## src/afp_params.svh

```systemverilog
`ifndef AFP_PARAMS_SVH
`define AFP_PARAMS_SVH
// Clock period in ns
`define AFP_CLK_NS 50
// Least reset-low spacing after shutdown flag falls, in ms
`define AFP_RESET_GAP_MS 4
`define AFP_RESET_GAP_CYC ((`AFP_RESET_GAP_MS * 1000000 + `AFP_CLK_NS - 1) / `AFP_CLK_NS)
// Cycles each short-check step must see a clean level
`define AFP_SHORT_STEP_CYC 16
// Half-bridge index positions
`define AFP_HB_A 0
`define AFP_HB_B 1
`define AFP_HB_C 2
`define AFP_HB_D 3
// Synchroniser reset: supply undervoltage bit set
`define AFP_SYNC_RST 25'h0000001
`endif

```

## src/afp_pkg.sv

```systemverilog
package afp_pkg;
    typedef enum logic [1:0] {
        AFP_CFG_BRIDGE = 2'b00,
        AFP_CFG_PARALLEL = 2'b01,
        AFP_CFG_SINGLE = 2'b10
    } afp_cfg_t;
    typedef enum logic [2:0] {
        AFP_ST_POWERUP = 3'b000,
        AFP_ST_SHORT_GND = 3'b001,
        AFP_ST_SHORT_SUP = 3'b010,
        AFP_ST_RUN = 3'b011,
        AFP_ST_OVERLOAD = 3'b100
    } afp_state_t;
endpackage : afp_pkg
```

## src/afp_link_if.sv

```systemverilog
`timescale 1ns/1ps
interface afp_link_if;
    logic reset_n;
    logic fault_shutdown_n_o;
    logic fault_shutdown_n_oe;
    logic thermal_warning_first_n_o;
    logic thermal_warning_first_n_oe;
    logic thermal_warning_second_n_o;
    logic thermal_warning_second_n_oe;
    logic ready;
    logic clip;
    logic osc_ext_clk;
    // Open-drain wires with pullups
    logic fault_shutdown_n;
    logic thermal_warning_first_n;
    logic thermal_warning_second_n;
    assign fault_shutdown_n = fault_shutdown_n_oe ? fault_shutdown_n_o : 1'b1;
    assign thermal_warning_first_n =
        thermal_warning_first_n_oe ? thermal_warning_first_n_o : 1'b1;
    assign thermal_warning_second_n =
        thermal_warning_second_n_oe ? thermal_warning_second_n_o : 1'b1;
    modport device (
        input reset_n, osc_ext_clk,
        output fault_shutdown_n_o, fault_shutdown_n_oe,
        output thermal_warning_first_n_o, thermal_warning_first_n_oe,
        output thermal_warning_second_n_o, thermal_warning_second_n_oe,
        output ready, clip
    );
    modport ctrl (
        output reset_n, osc_ext_clk,
        input fault_shutdown_n, thermal_warning_first_n,
        input thermal_warning_second_n, ready, clip
    );
endinterface : afp_link_if

```

## src/afp_device.sv

```systemverilog
// What this block does
// - Any fault: Hi-Z stage, shutdown flag low
// - Non-latched faults recover on their own
// - Local errors disable pair, parallel disables all
// - Bootstrap undervoltage disables own half-bridge
// - Short check only at power-up
// - Found short holds Hi-Z until gone
// - Check ground shorts, then supply shorts
// - During check: flag low, reset ignored
// - Short check skipped in single-ended
// - Large package: warnings 100, 125; shutdown 155
// - Small package: warning 125; shutdown 155
// - Thermal shutdown latched until reset
// - Power-on reset clears overload, holds inactive
// - Undervoltage: all Hi-Z, flag low
// - Reset low: all half-bridges Hi-Z
// - Reset low: pulldown unless single-ended or during check
// - Reset low forces shutdown flag high, except during check
// - Reset rising edge leaves overload fault
// - Controller waits 4 ms before raising reset
// - Ready falls on overcurrent
// - Clip shown when near clipping
// - Trim tied to regulator selects external clock
// - Flags are active-low open drain
`timescale 1ns/1ps
`include "afp_params.svh"
module afp_device #(
    parameter bit LARGE_PKG = 1'b1,
    parameter int SHORT_STEP_CYC = `AFP_SHORT_STEP_CYC
) (
    input wire logic clk,
    input wire logic rst_n,
    afp_link_if.device link,
    input wire afp_pkg::afp_cfg_t out_cfg,
    input wire logic supply_undervolt,
    input wire logic [3:0] bootstrap_undervolt,
    input wire logic [3:0] local_error,
    input wire logic overload_protect,
    input wire logic overcurrent_detect,
    input wire logic temp_over_100,
    input wire logic temp_over_125,
    input wire logic temp_over_155,
    input wire logic [3:0] short_to_gnd,
    input wire logic [3:0] short_to_sup,
    input wire logic near_clip,
    input wire logic switching_freq_trim_at_reg,
    output logic [3:0] hb_enable,
    output logic [3:0] hb_pulldown,
    output logic osc_internal_en
);
    import afp_pkg::*;
    localparam int NIN = 25;
    initial begin
        if (SHORT_STEP_CYC < 1 || SHORT_STEP_CYC > 65535) begin
            $error("short step count out of range");
        end
    end
    logic [NIN-1:0] raw;
    logic [NIN-1:0] s1_ff, s2_ff, s3_ff, clean_ff;
    assign raw = {link.reset_n, switching_freq_trim_at_reg, near_clip,
        short_to_sup, short_to_gnd, temp_over_155, temp_over_125,
        temp_over_100, overcurrent_detect, overload_protect, local_error,
        bootstrap_undervolt, supply_undervolt};
    // sync chain
    // Third stage confirms a change before it counts
    always_ff @(posedge clk or negedge rst_n) begin
        if (!rst_n) begin
            // Undervoltage assumed until seen, so power-up waits
            s1_ff <= `AFP_SYNC_RST;
            s2_ff <= `AFP_SYNC_RST;
            s3_ff <= `AFP_SYNC_RST;
            clean_ff <= `AFP_SYNC_RST;
        end else begin
            s1_ff <= raw;
            s2_ff <= s1_ff;
            s3_ff <= s2_ff;
            for (int i = 0; i < NIN; i++) begin
                if (s2_ff[i] == s3_ff[i]) begin
                    clean_ff[i] <= s3_ff[i];
                end
            end
        end
    end
    logic uv, oc, ol, t100, t125, t155, clipc, slave, rstn;
    logic [3:0] bsu, lerr, sg, ss;
    assign uv = clean_ff[0];
    assign bsu = clean_ff[4:1];
    assign lerr = clean_ff[8:5];
    assign ol = clean_ff[9];
    assign oc = clean_ff[10];
    assign t100 = clean_ff[11];
    assign t125 = clean_ff[12];
    assign t155 = clean_ff[13];
    assign sg = clean_ff[17:14];
    assign ss = clean_ff[21:18];
    assign clipc = clean_ff[22];
    assign slave = clean_ff[23];
    assign rstn = clean_ff[24];

    function automatic logic [3:0] group_off(input logic [3:0] e,
            input afp_cfg_t c);
        logic [3:0] r;
        r = 4'h0;
        if (c == AFP_CFG_PARALLEL) begin
            r = (|e) ? 4'hf : 4'h0;
        end else begin
            r[1:0] = (|e[1:0]) ? 2'h3 : 2'h0;
            r[3:2] = (|e[3:2]) ? 2'h3 : 2'h0;
        end
        return r;
    endfunction : group_off

    afp_state_t state_ff;
    logic rst_prev_ff, ote_ff;
    logic [15:0] step_cnt_ff;
    logic rise;
    assign rise = rstn && !rst_prev_ff;
    always_ff @(posedge clk or negedge rst_n) begin
        if (!rst_n) begin
            rst_prev_ff <= 1'b0;
        end else begin
            rst_prev_ff <= rstn;
        end
    end

    // check sequencer, launched only from power-up state
    always_ff @(posedge clk or negedge rst_n) begin
        if (!rst_n) begin
            state_ff <= AFP_ST_POWERUP;
            step_cnt_ff <= 16'h0000;
        end else begin
            unique case (state_ff)
                AFP_ST_POWERUP: begin
                    if (!uv) begin
                        state_ff <= (out_cfg == AFP_CFG_SINGLE) ?
                            AFP_ST_RUN : AFP_ST_SHORT_GND;
                    end
                    step_cnt_ff <= 16'h0000;
                end
                AFP_ST_SHORT_GND: begin
                    // ground step first; hold while shorted
                    if (|sg) begin
                        step_cnt_ff <= 16'h0000;
                    end else if (step_cnt_ff == 16'(SHORT_STEP_CYC - 1)) begin
                        step_cnt_ff <= 16'h0000;
                        state_ff <= AFP_ST_SHORT_SUP;
                    end else begin
                        step_cnt_ff <= step_cnt_ff + 16'h0001;
                    end
                end
                AFP_ST_SHORT_SUP: begin
                    if (|ss) begin
                        step_cnt_ff <= 16'h0000;
                    end else if (step_cnt_ff == 16'(SHORT_STEP_CYC - 1)) begin
                        step_cnt_ff <= 16'h0000;
                        state_ff <= AFP_ST_RUN;
                    end else begin
                        step_cnt_ff <= step_cnt_ff + 16'h0001;
                    end
                end
                AFP_ST_RUN: begin
                    // overload is the latched one here
                    if (ol && rstn) begin
                        state_ff <= AFP_ST_OVERLOAD;
                    end
                end
                AFP_ST_OVERLOAD: begin
                    if (rise) begin
                        state_ff <= AFP_ST_RUN;
                    end
                end
                default: begin
                    state_ff <= AFP_ST_POWERUP;
                end
            endcase
        end
    end

    logic checking;
    assign checking = (state_ff == AFP_ST_SHORT_GND) ||
        (state_ff == AFP_ST_SHORT_SUP);

    // latched thermal shutdown, cleared by reset low
    always_ff @(posedge clk or negedge rst_n) begin
        if (!rst_n) begin
            ote_ff <= 1'b0;
        end else if (t155) begin
            ote_ff <= 1'b1;
        end else if (!rstn && !checking) begin
            ote_ff <= 1'b0;
        end
    end

    logic hold_rst;
    assign hold_rst = !rstn && !checking;
    logic fault;
    // undervoltage counts as fault; oc follows input, ote_ff and overload state latch
    assign fault = uv || ote_ff || checking || oc ||
        (state_ff == AFP_ST_POWERUP) || (state_ff == AFP_ST_OVERLOAD);

    logic [3:0] nxt_en;
    always_comb begin
        nxt_en = 4'hf;
        if (fault || hold_rst) begin
            nxt_en = 4'h0;
        end else begin
            nxt_en = nxt_en & ~group_off(lerr, out_cfg);
            nxt_en = nxt_en & ~bsu;
        end
    end

    logic sd_low;
    // reset low hides faults; check keeps flag low
    assign sd_low = checking || (rstn && (fault || (|lerr) || (|bsu)));

    always_ff @(posedge clk or negedge rst_n) begin
        if (!rst_n) begin
            hb_enable <= 4'h0;
            hb_pulldown <= 4'h0;
            osc_internal_en <= 1'b1;
        end else begin
            hb_enable <= nxt_en;
            hb_pulldown <= (hold_rst && out_cfg != AFP_CFG_SINGLE) ?
                4'hf : 4'h0;
            osc_internal_en <= !slave;
        end
    end

    always_ff @(posedge clk or negedge rst_n) begin
        if (!rst_n) begin
            link.fault_shutdown_n_o <= 1'b0;
            link.fault_shutdown_n_oe <= 1'b0;
            link.thermal_warning_first_n_o <= 1'b0;
            link.thermal_warning_first_n_oe <= 1'b0;
            link.thermal_warning_second_n_o <= 1'b0;
            link.thermal_warning_second_n_oe <= 1'b0;
            link.ready <= 1'b0;
            link.clip <= 1'b0;
        end else begin
            link.fault_shutdown_n_o <= 1'b0;
            link.fault_shutdown_n_oe <= sd_low;
            link.thermal_warning_first_n_o <= 1'b0;
            link.thermal_warning_first_n_oe <= LARGE_PKG ? t100 : t125;
            link.thermal_warning_second_n_o <= 1'b0;
            link.thermal_warning_second_n_oe <= t125;
            link.ready <= !sd_low && !oc;
            link.clip <= clipc;
        end
    end
endmodule : afp_device

```

## src/flat_wrapper.sv

```systemverilog
// flat-port wrapper written by rule: the top's interface ports become plain ports
module afp_device_flat import afp_pkg::*;
#(
    parameter bit LARGE_PKG = 1'b1,
    parameter int SHORT_STEP_CYC = `AFP_SHORT_STEP_CYC
)
  (clk, rst_n, out_cfg, supply_undervolt, bootstrap_undervolt, local_error, overload_protect, overcurrent_detect, temp_over_100, temp_over_125, temp_over_155, short_to_gnd, short_to_sup, near_clip, switching_freq_trim_at_reg, hb_enable, hb_pulldown, osc_internal_en, link_reset_n, link_osc_ext_clk, link_fault_shutdown_n_o, link_fault_shutdown_n_oe, link_thermal_warning_first_n_o, link_thermal_warning_first_n_oe, link_thermal_warning_second_n_o, link_thermal_warning_second_n_oe, link_ready, link_clip);
  afp_link_if link_i ();
  input wire logic clk;
  input wire logic rst_n;
  input wire afp_pkg::afp_cfg_t out_cfg;
  input wire logic supply_undervolt;
  input wire logic [3:0] bootstrap_undervolt;
  input wire logic [3:0] local_error;
  input wire logic overload_protect;
  input wire logic overcurrent_detect;
  input wire logic temp_over_100;
  input wire logic temp_over_125;
  input wire logic temp_over_155;
  input wire logic [3:0] short_to_gnd;
  input wire logic [3:0] short_to_sup;
  input wire logic near_clip;
  input wire logic switching_freq_trim_at_reg;
  output logic [3:0] hb_enable;
  output logic [3:0] hb_pulldown;
  output logic osc_internal_en;
  input wire logic [$bits(link_i.reset_n)-1:0] link_reset_n;
  input wire logic [$bits(link_i.osc_ext_clk)-1:0] link_osc_ext_clk;
  output wire logic [$bits(link_i.fault_shutdown_n_o)-1:0] link_fault_shutdown_n_o;
  output wire logic [$bits(link_i.fault_shutdown_n_oe)-1:0] link_fault_shutdown_n_oe;
  output wire logic [$bits(link_i.thermal_warning_first_n_o)-1:0] link_thermal_warning_first_n_o;
  output wire logic [$bits(link_i.thermal_warning_first_n_oe)-1:0] link_thermal_warning_first_n_oe;
  output wire logic [$bits(link_i.thermal_warning_second_n_o)-1:0] link_thermal_warning_second_n_o;
  output wire logic [$bits(link_i.thermal_warning_second_n_oe)-1:0] link_thermal_warning_second_n_oe;
  output wire logic [$bits(link_i.ready)-1:0] link_ready;
  output wire logic [$bits(link_i.clip)-1:0] link_clip;
  assign link_i.reset_n = link_reset_n;
  assign link_i.osc_ext_clk = link_osc_ext_clk;
  assign link_fault_shutdown_n_o = link_i.fault_shutdown_n_o;
  assign link_fault_shutdown_n_oe = link_i.fault_shutdown_n_oe;
  assign link_thermal_warning_first_n_o = link_i.thermal_warning_first_n_o;
  assign link_thermal_warning_first_n_oe = link_i.thermal_warning_first_n_oe;
  assign link_thermal_warning_second_n_o = link_i.thermal_warning_second_n_o;
  assign link_thermal_warning_second_n_oe = link_i.thermal_warning_second_n_oe;
  assign link_ready = link_i.ready;
  assign link_clip = link_i.clip;
  afp_device #(.LARGE_PKG(LARGE_PKG), .SHORT_STEP_CYC(SHORT_STEP_CYC)) u_core (.clk(clk), .rst_n(rst_n), .link(link_i), .out_cfg(out_cfg), .supply_undervolt(supply_undervolt), .bootstrap_undervolt(bootstrap_undervolt), .local_error(local_error), .overload_protect(overload_protect), .overcurrent_detect(overcurrent_detect), .temp_over_100(temp_over_100), .temp_over_125(temp_over_125), .temp_over_155(temp_over_155), .short_to_gnd(short_to_gnd), .short_to_sup(short_to_sup), .near_clip(near_clip), .switching_freq_trim_at_reg(switching_freq_trim_at_reg), .hb_enable(hb_enable), .hb_pulldown(hb_pulldown), .osc_internal_en(osc_internal_en));
endmodule
```

## config.mk

```make
export PLATFORM = sky130hd
export DESIGN_NAME = afp_device_flat
export DESIGN_NICKNAME = d
export VERILOG_FILES = /design/src/afp_pkg.sv /design/src/afp_link_if.sv /design/src/afp_device.sv /design/src/flat_wrapper.sv
export VERILOG_INCLUDE_DIRS = /design/src /design/src/src
export SDC_FILE = /design/constraint.sdc
export NUM_CORES = 1
export LEC_CHECK = 0
export BUFFER_PORTS_ARGS = -buffer_cell sky130_fd_sc_hd__buf_2
export CAP_MARGIN = 10
export CORE_AREA = 2 2 92 94
export CTS_BUF_LIST = sky130_fd_sc_hd__clkbuf_4 sky130_fd_sc_hd__clkbuf_8
export CTS_CLUSTER_SIZE = 16
export DETAILED_ROUTE_END_ITERATION = 6
export DIE_AREA = 0 0 94 96
export HOLD_SLACK_MARGIN = 0.08
export MAX_ROUTING_LAYER = met4
export PLACE_DENSITY = 0.75
export SLEW_MARGIN = 20
export SYNTH_ARGS = -nofsm -noshare
export SYNTH_HDL_FRONTEND = slang
export SYNTH_SLANG_ARGS = --single-unit
```

## constraint.sdc

```tcl
create_clock -name clk -period 2.2 [get_ports clk]
set_input_delay 0.11 -clock clk [delete_from_list [all_inputs] [get_ports clk]]
set_output_delay 0.11 -clock clk [all_outputs]
set_load 0.01 [all_outputs]
```

# [Word-level counts from Yosys, hierarchy flattened]
# Index checks and enable logic that the tools add are counted.
[word_totals] register_bits=135 in_bits=30 output_inout_bits=17 elab_cells=138
[op_classes] add_sub_neg=1 eq_ne=40 muxes=22 bitwise=3 n_reduce_logical=32
[ops] cell="two-way mux 16 bit" n=3
[ops] cell="case mux 16 bit (3 select lines)" n=1
[ops] cell="== test 1 bit" n=25
[ops] cell="two-way mux 3 bit" n=7
[ops] cell="two-way mux 4 bit" n=5
[ops] cell="adder 16 x 1 -> 16 bit, second input constant" n=1
[ops] cell="== test 16 x 4 -> 1 bit, second input constant" n=1
[ops] cell="OR reduction 4 bit" n=4
[ops] cell="case mux 3 bit (5 select lines)" n=1
[ops] cell="logical OR 1 bit" n=10
[ops] cell="!= test 2 x 1 -> 1 bit, second input constant" n=4
[ops] cell="!= test 2 bit, second input constant" n=4
[ops] cell="inverter 4 bit" n=2
[ops] cell="AND reduction 7 bit" n=1
[ops] cell="== test 3 x 2 -> 1 bit, second input constant" n=2
[ops] cell="logical AND 1 bit" n=6
[ops] cell="logical NOT 1 bit" n=6
[ops] cell="two-way mux 2 bit" n=3
[ops] cell="AND 4 bit" n=1
[ops] cell="OR reduction 2 bit" n=2
[ops] cell="== test 3 x 1 -> 1 bit, second input constant" n=1
[ops] cell="== test 3 bit, second input constant" n=1
[ops] cell="logical NOT 3 bit" n=1
[ops] cell="nonzero test 3 bit" n=1
[ops] cell="4 further kinds" n=5

# [Longest topological paths before layout]
# Gate-level depths: netlist of run 1.
[depth] word_depth=12 depth_mapped=7 ltp_nobuf=6

# [Worst setup path before layout of run 1]
# No wires, ideal clock.
[synth_timing] path_kind="register -> register" from="reg u_core.step_cnt_ff[7]" to="reg u_core.step_cnt_ff[7]" setup_ns=0.144 arrival_time_ns=1.703 required_ns=2.056 setup_slack_ns=0.353 path_stages_with_launch=7 n_path_buf=1 synth_period_minus_slack_ns=1.847 path_cell_list="dfrtp_1 > or4_4 > nor4_4 > nor2_2 > buf_6 > a21oi_1 > a31oi_1"
[synth_via] elab_chain_len=4 elab_cells_between_ends=6
[synth_lines] element="start: declaration" line_no="afp_device.sv:115" rtl="logic [15:0] step_cnt_ff;"
[synth_lines] element="start signal: assignment" line_no="afp_device.sv:148" rtl="step_cnt_ff <= step_cnt_ff + 16'h0001;"
[synth_lines] element="start signal: assignment" line_no="afp_device.sv:158" rtl="step_cnt_ff <= step_cnt_ff + 16'h0001;"
[synth_lines] element="adder 16 x 1 -> 16 bit or == test 16 x 4 -> 1 bit (tied branches)"
[synth_lines] element="two-way mux 16 bit (*)" line_no="afp_device.sv:144, afp_device.sv:154"
[synth_lines] element="two-way mux 16 bit (on tied branches)" line_no="afp_device.sv:152, afp_device.sv:142"
[synth_lines] element="case mux 16 bit (3 select lines) (*)" line_no="afp_device.sv:132" rtl="unique case (state_ff)"
# Mark *: on every way between the ends. The rest lies on a longest branch, timed or not.
# A chain may end at the register's enable or synchronous reset.

# [Final worst setup path of run 1]
[layout_timing] from="reg u_core.step_cnt_ff[7]" to="reg u_core.state_ff[1]"
[layout_via] elab_chain_len=3 elab_cells_between_ends=4
[layout_lines] element="== test 16 x 4 -> 1 bit (*)" line_no="afp_device.sv:144, afp_device.sv:154"
[layout_lines] element="!= test 2 x 1 -> 1 bit (no source line)"
[layout_lines] element="AND reduction 7 bit (no source line) (*)"
[layout_lines] element="end signal: assignment" line_no="afp_device.sv:135" rtl="state_ff <= (out_cfg == AFP_CFG_SINGLE) ?"
[layout_lines] element="end: declaration" line_no="afp_device.sv:113" rtl="afp_state_t state_ff;"
# Marks and branches as above.

==> impl_metrics.json, run 1 <==
{
  "status": "complete, no violations",
  "core_um2": 8050,
  "die_x_um": 94,
  "timing.fmax_mhz": 493,
  "ios": 47,
  "met1_usage": 0.231,
  "slowest_delay_ns": 0.56,
  "finalWorstSetupSlack_ns": 0.173,
  "worst_skew_pair.late_latency_ns": 0.43,
  "gp_congestion": 0.843,
  "grt_pass1_vias": 2627,
  "grt_max_degree": 67,
  "hold_class": "input port to register",
  "drcViolationCount": 0,
  "synth_area_leaders": "dfrtp_1 (72%), maj3_1 (5.7%), dfstp_2 (3.0%)",
  "yosysMostFrequentCell": "dfrtp_1",
  "regArea_um2": 3310,
  "grt_use_met3": 0.0564,
  "clk_pin_slew_ns": 0.07,
  "drtAntennaViolNets": 0,
  "dpl-instance-area_um2": 4720,
  "crit_type": "register to register",
  "crit_required_ns": 2.56,
  "cpLargestDelayFamily": "simple AND/OR/NAND/NOR gates",
  "cts_made_buffers": 17,
  "avgRoutedWirePerCell_um": 14.4,
  "numPortBuffers": 42,
  "slew_headroom": 0.408,
  "synth-edff-count": 0,
  "rsz0062_at_grt": "no",
  "cp_max_fo": 7,
  "finalSetupTns_ns": 0,
  "drive_above_1_share": 0.232,
  "power_leakage_nw": 2.35,
  "ys_warn_count": 0,
  "multiInputGateArea_um2": 998,
  "dp.cells": 438,
  "drv_cap": 0,
  "power_mw": 5.12,
  "hold_viol_final": 0,
  "min_period_over_period": 0.922,
  "top_usage_layer": "met2",
  "clock-sinks": 132,
  "final_nets": 411,
  "synthTopCellsByCount": "dfrtp_1 (127), maj3_1 (25), nand2_1 (14)",
  "syn_area_um2": 4410,
  "grt_usage": 0.190,
  "setup.worst_path.start_class": "register",
  "yosysTopAreaCellShare": 0.721,
  "cts_root_buf": "clkbuf_8",
  "holdWs_ns": 0.141,
  "routed-via-count": 2581,
  "n_antenna_cell": 0,
  "fp-row-count": 33,
  "setup.worst_path.end_class": "register",
  "power.density_nw_per_um2": 956,
  "antenna_found_initial": 0,
  "viasPerCell": 5.18,
  "fillers": 566,
  "met2_usage": 0.291,
  "cp.arrival_ns": 2.38,
  "initial_core_util": 0.547,
  "drt-total-wl_mm": 7.18,
  "stdcell_area_um2": 5360,
  "async_flop_share": 1.00,
  "die-area_um2": 9020,
  "syn-instance-count": 297,
  "post-place-ws_ns": 0.148,
  "finalCoreUtilization": 0.665,
  "peakVddDrop_v": 0.000598,
  "synth.distinct_cells": 46,
  "setup_viol": 0,
  "synth_top_area_cell": "dfrtp_1",
  "post-cts-setup-buffers": 0,
  "crit_buf_inv": 0,
  "yosysSeqAreaShare": 0.751,
  "drt-initial-drc-count": 157,
  "h-tree-depth": 4,
  "cts_tree": "done",
  "grt_first_pass_wirelength_mm": 12.3,
  "worst-slew-pin-transition_ns": 0.865,
  "syn2layout_area_growth_pct": 21.6,
  "fin_worst_skew_ns": 0.0119,
  "ys_seq_elements": 132,
  "critical_path.cell_chain": "or4_4 -> nor4_4 -> nand2_1 -> o21ai_0 -> a22o_1",
  "critPathSlowestCell": "or4_4",
  "overflow": 0,
  "cts_buffer_depth": 2,
  "dr.pass1.iters": 4,
  "fin_cells": 498,
  "die_h_um": 96,
  "synth_ff_type": "dfrtp_1",
  "fin_crit_ns": 2.03,
  "drv_slew": 0,
  "hpwl_mm": 4.46,
  "syn_area_per_cell_um2": 14.8
}
-- sequential cells by signal, indices dropped and copies added (netlist names) --
register	flops
u_core.s3_ff	25
u_core.link.fault_shutdown_n_oe	1
u_core.s2_ff	25
u_core.link.thermal_warning_first_n_oe	1
u_core.hb_pulldown	1
u_core.link.thermal_warning_second_n_oe	1
u_core.link.ready	1
u_core.rst_prev_ff	1
u_core.ote_ff	1
u_core.s1_ff	25
u_core.clean_ff	25
u_core.state_ff	3
u_core.step_cnt_ff	16
u_core.link.clip	1
u_core.osc_internal_en	1
u_core.hb_enable	4
-- worst paths after layout --
check                                             startpoint  cells after the start                                               end  slack [ns]
setup / recovery           u_core.step_cnt_ff[7]$_DFFE_PN0P_                      5                    u_core.state_ff[1]$_DFFE_PN0P_        0.17
hold / removal                                    out_cfg[0]                      4                     u_core.hb_enable[2]$_DFF_PN0_        0.14
setup reg to reg           u_core.step_cnt_ff[7]$_DFFE_PN0P_                      5                    u_core.state_ff[1]$_DFFE_PN0P_        0.17
hold reg to reg                   u_core.s1_ff[17]$_DFF_PN0_                      0                        u_core.s2_ff[17]$_DFF_PN0_        0.35
max in group asynchronous                              rst_n                      3                 u_core.step_cnt_ff[4]$_DFFE_PN0P_        1.25
min in group asynchronous                              rst_n                      2  u_core.link.thermal_warning_first_n_oe$_DFF_PN0_        0.20
-- layer usage --
layer | routed length [µm] | share of wire
met1 | 3090 | 0.43
met2 | 3690 | 0.51
met3 | 291 | 0.041
met4 | 103 | 0.014
met5 | 0 | 0
-- cell families (layout without fill, tap and decap cells) --
kind of cell | after synthesis | after routing | synth area share
AO/OA/AOI/OAI | 49 | 49 | 0.0715
XOR/XNOR | 2 | 2 | 0.00398
adder cells (fa/ha/maj) | 26 | 26 | 0.0596
buffers and inverters | 21 | 115 | 0.0258
flip-flops | 132 | 132 | 0.751
multiplexers | 1 | 1 | 0.00227
other | 1 | 3 | 0.000851
AND/OR/NAND/NOR | 65 | 65 | 0.0849
-- cells in the final DEF (no fill, tap or decap), types with 2 or more instances in the layout --
cell             n
a2111oi_0        2
a21o_1           2
a21oi_1          8
a22o_1           2
a31oi_1          7
a41oi_1          5
and3_1           2
buf_2           41
buf_4            3
clkbuf_8        17
clkinv_2         2
clkinvlp_4       6
conb_1           3
dfrtp_1        127
dfstp_2          5
dlygate4sd3_1   28
inv_1           10
inv_6            6
maj3_1          25
nand2_1         14
nand2b_1         2
nand3_1          9
nand4_1          2
nor2_1          12
nor3_1           3
nor3b_1          3
nor4_2           2
o211ai_1         2
o21ai_0         13
o21ai_1          3
or3_1            5
or4_4            2
xor2_1           2
-- cell type report --
type                    count  share of cell area
flip-flops and latches    132               0.618
multi-input cells         146               0.186
repair buffers             73              0.0986
clock buffers              17              0.0437
well taps                 105              0.0245
clock inverters            15              0.0222
inverters                  10             0.00701
-- tightest hold or removal path, cell delays in order --
cell and delay [ns]:
buf_2 0.12, nand2b_1 0.09, o211ai_1 0.11, nor2_1 0.09
-- power by group --
group / switching [mW] / internal, mW / total (mW)
Combinational: 0.317 / 0.258 / 0.576
Clock: 0.974 / 0.799 / 1.77
Sequential: 0.163 / 2.61 / 2.77
-- timing repair --
| action | in CTS | in global routing |
|---|---|---|
| hold endpoints to repair | 65 | 0 |
| hold buffers | 28 | 0 |
| endpoints found under the setup margin | 0 | 1 |
| gates resized for setup | 0 | 2 |
(Power assumes the default switching activity.)
==> run 2, diff against run 1 <==
==> constraint.sdc (replaced) <==
create_clock -name clk -period 2.2 [get_ports clk]
set_input_delay 0.44 -clock clk [delete_from_list [all_inputs] [get_ports clk]]
set_output_delay 0.44 -clock clk [all_outputs]
set_load 0.01 [all_outputs]
==> run 2 against run 1 <==
Net effect:
- first-iteration DRC count fell by 13%
- final cell count fell by 2.4%
- power rose by 5.7%
- global-route usage fell by 0.85 points
- largest power group unchanged
- non-clock buffer count fell by 12
==> impl_metrics.json, run 2 (synthesis gave the netlist of run 1 again) <==
{
  "status": "complete, no violations",
  "routed-via-count": 2503,
  "power.density_nw_per_um2": 1030,
  "drt-initial-drc-count": 136,
  "timing.fmax_mhz": 488,
  "grt_max_degree": 48,
  "overflow": 0,
  "grt_usage": 0.182,
  "min_period_over_period": 0.932,
  "worst_skew_pair.late_latency_ns": 0.43,
  "critical_path.cell_chain": "or4_4 -> nor4_4 -> nor2_2 -> a41oi_1 -> a31oi_1",
  "setup_viol": 0,
  "die-area_um2": 9020,
  "slew_headroom": 0.403,
  "hold_viol_final": 0,
  "hold_class": "input port to register",
  "dr.pass1.iters": 4,
  "setup.worst_path.end_class": "register",
  "ff2ff_path_depth": 5,
  "fin_worst_skew_ns": 0.00971,
  "dpl-instance-area_um2": 4750,
  "regArea_um2": 3310,
  "antenna_found_initial": 0,
  "finalSetupTns_ns": 0,
  "cp.arrival_ns": 2.36,
  "worst-slew-pin-transition_ns": 0.873,
  "clk_pin_slew_ns": 0.08,
  "crit_type": "register to register",
  "h-tree-depth": 4,
  "gp_congestion": 0.862,
  "setup.worst_path.start_class": "register",
  "die_x_um": 94,
  "numPortBuffers": 42,
  "drv_cap": 0,
  "layout_common_cells": "dfrtp_1 (127), buf_2 (41), maj3_1 (25)",
  "drcViolationCount": 0,
  "holdWs_ns": 0.110,
  "final_common_cell": "dfrtp_1",
  "fin_cells": 486,
  "worstReg2RegStart": "u_core.step_cnt_ff[7]$_DFFE_PN0P_",
  "critPathSlowestCell": "or4_4",
  "peakVddDrop_v": 0.000770,
  "post-place-ws_ns": 0.177,
  "cts_buffer_depth": 2,
  "min_from": "local_error[1]",
  "drt-total-wl_mm": 6.92,
  "viasPerCell": 5.15,
  "r2r_setup_slack_ns": 0.15,
  "rsz0062_at_grt": "no",
  "multiInputGateArea_um2": 991,
  "n_antenna_cell": 0,
  "regToRegEndpoint": "u_core.step_cnt_ff[9]$_DFFE_PN0P_",
  "grt_pass1_vias": 2377,
  "power_mw": 5.41,
  "hpwl_mm": 4.48,
  "initial_core_util": 0.547,
  "fin_crit_ns": 2.05,
  "avgRoutedWirePerCell_um": 14.2,
  "post-cts-setup-buffers": 0,
  "cts_made_buffers": 17,
  "cp_max_fo": 15,
  "fp-row-count": 33,
  "fillers": 573,
  "whs_endpoint": "u_core.s1_ff[6]$_DFF_PN0_",
  "drtAntennaViolNets": 0,
  "slowest_delay_ns": 0.56,
  "ios": 47,
  "grt_first_pass_wirelength_mm": 11.4,
  "drive_above_1_share": 0.247,
  "final_nets": 399,
  "cts_root_buf": "clkbuf_8",
  "stdcell_area_um2": 5280,
  "hold-path-cell-count": 1,
  "clock-sinks": 132,
  "crit_required_ns": 2.50,
  "power_leakage_nw": 2.34,
  "drv_slew": 0,
  "die_h_um": 96,
  "finalCoreUtilization": 0.656,
  "core_um2": 8050,
  "dp.cells": 442,
  "cts_tree": "done",
  "finalWorstSetupSlack_ns": 0.149,
  "syn2layout_area_growth_pct": 19.8
}
-- run 2: changes by cell type in the layout (fill, tap and decap cells not counted) --
cell	before	now
dlygate4sd3_1	28	12
buf_4	3	7
inv_6	6	2
bufinv_16	0	3
clkbuf_4	0	3
clkinvlp_4	6	3
clkinv_4	0	2
inv_8	1	0
nor2_2	0	1
nor2_4	1	0
or2_1	0	1
or2_4	1	0
-- run 2: critical path: cells and delay by family (launching register included) --
family           cells  cell delay (ns)
AND/OR/NAND/NOR      3             1.14
flip-flops           1             0.45
AO/OA/AOI/OAI        2             0.33
-- run 2: worst max-delay path by stage --
| stage | startpoint | end | slack (ns) | depth (start not counted) |
|---|---|---|---|---|
| 3_5_place_dp | u_core.clean_ff[15]$_DFFE_PN0N_ | u_core.step_cnt_ff[10]$_DFFE_PN0P_ | 0.18 | 5 |
| 6_report | u_core.step_cnt_ff[7]$_DFFE_PN0P_ | u_core.step_cnt_ff[9]$_DFFE_PN0P_ | 0.15 | 5 |
| 4_1_cts | u_core.clean_ff[15]$_DFFE_PN0N_ | u_core.step_cnt_ff[10]$_DFFE_PN0P_ | 0.16 | 5 |
| 2_1_floorplan | u_core.step_cnt_ff[7]$_DFFE_PN0P_ | u_core.step_cnt_ff[7]$_DFFE_PN0P_ | 0.35 | 6 |
| 3_3_place_gp | u_core.step_cnt_ff[7]$_DFFE_PN0P_ | u_core.step_cnt_ff[13]$_DFFE_PN0P_ | 0.22 | 5 |
| 5_1_grt | u_core.clean_ff[15]$_DFFE_PN0N_ | u_core.step_cnt_ff[10]$_DFFE_PN0P_ | 0.0004 | 5 |
-- run 2: layer usage --
| layer | track usage | up-vias | wire length, µm |
|---|---|---|---|
| met5 | - | - | 0 |
| met4 | 0.0821 | 0 | 116 |
| met3 | 0.0705 | 11 | 327 |
| met2 | 0.275 | 65 | 3540 |
| met1 | 0.218 | 1240 | 2940 |
| li1 | - | 1187 | - |
-- run 2: area by class of cell --
class	instances	area share
multi-input combinational	146	0.188
clock inverter	12	0.0299
tap	105	0.0249
timing repair buffer	61	0.0753
clock buffer	20	0.0486
inverter	10	0.00711
sequential	132	0.627
-- run 2: timing repair --
item | CTS | global route
endpoints found under the hold margin | 36 | 10
gates resized for setup | 0 | 0
hold buffers | 2 | 10
-- run 2: where the power goes --
group / internal, mW / leakage, nW / switching, mW
clock network: 1.16 / 0.204 / 0.911
logic: 0.257 / 0.556 / 0.330
registers: 2.61 / 1.58 / 0.138
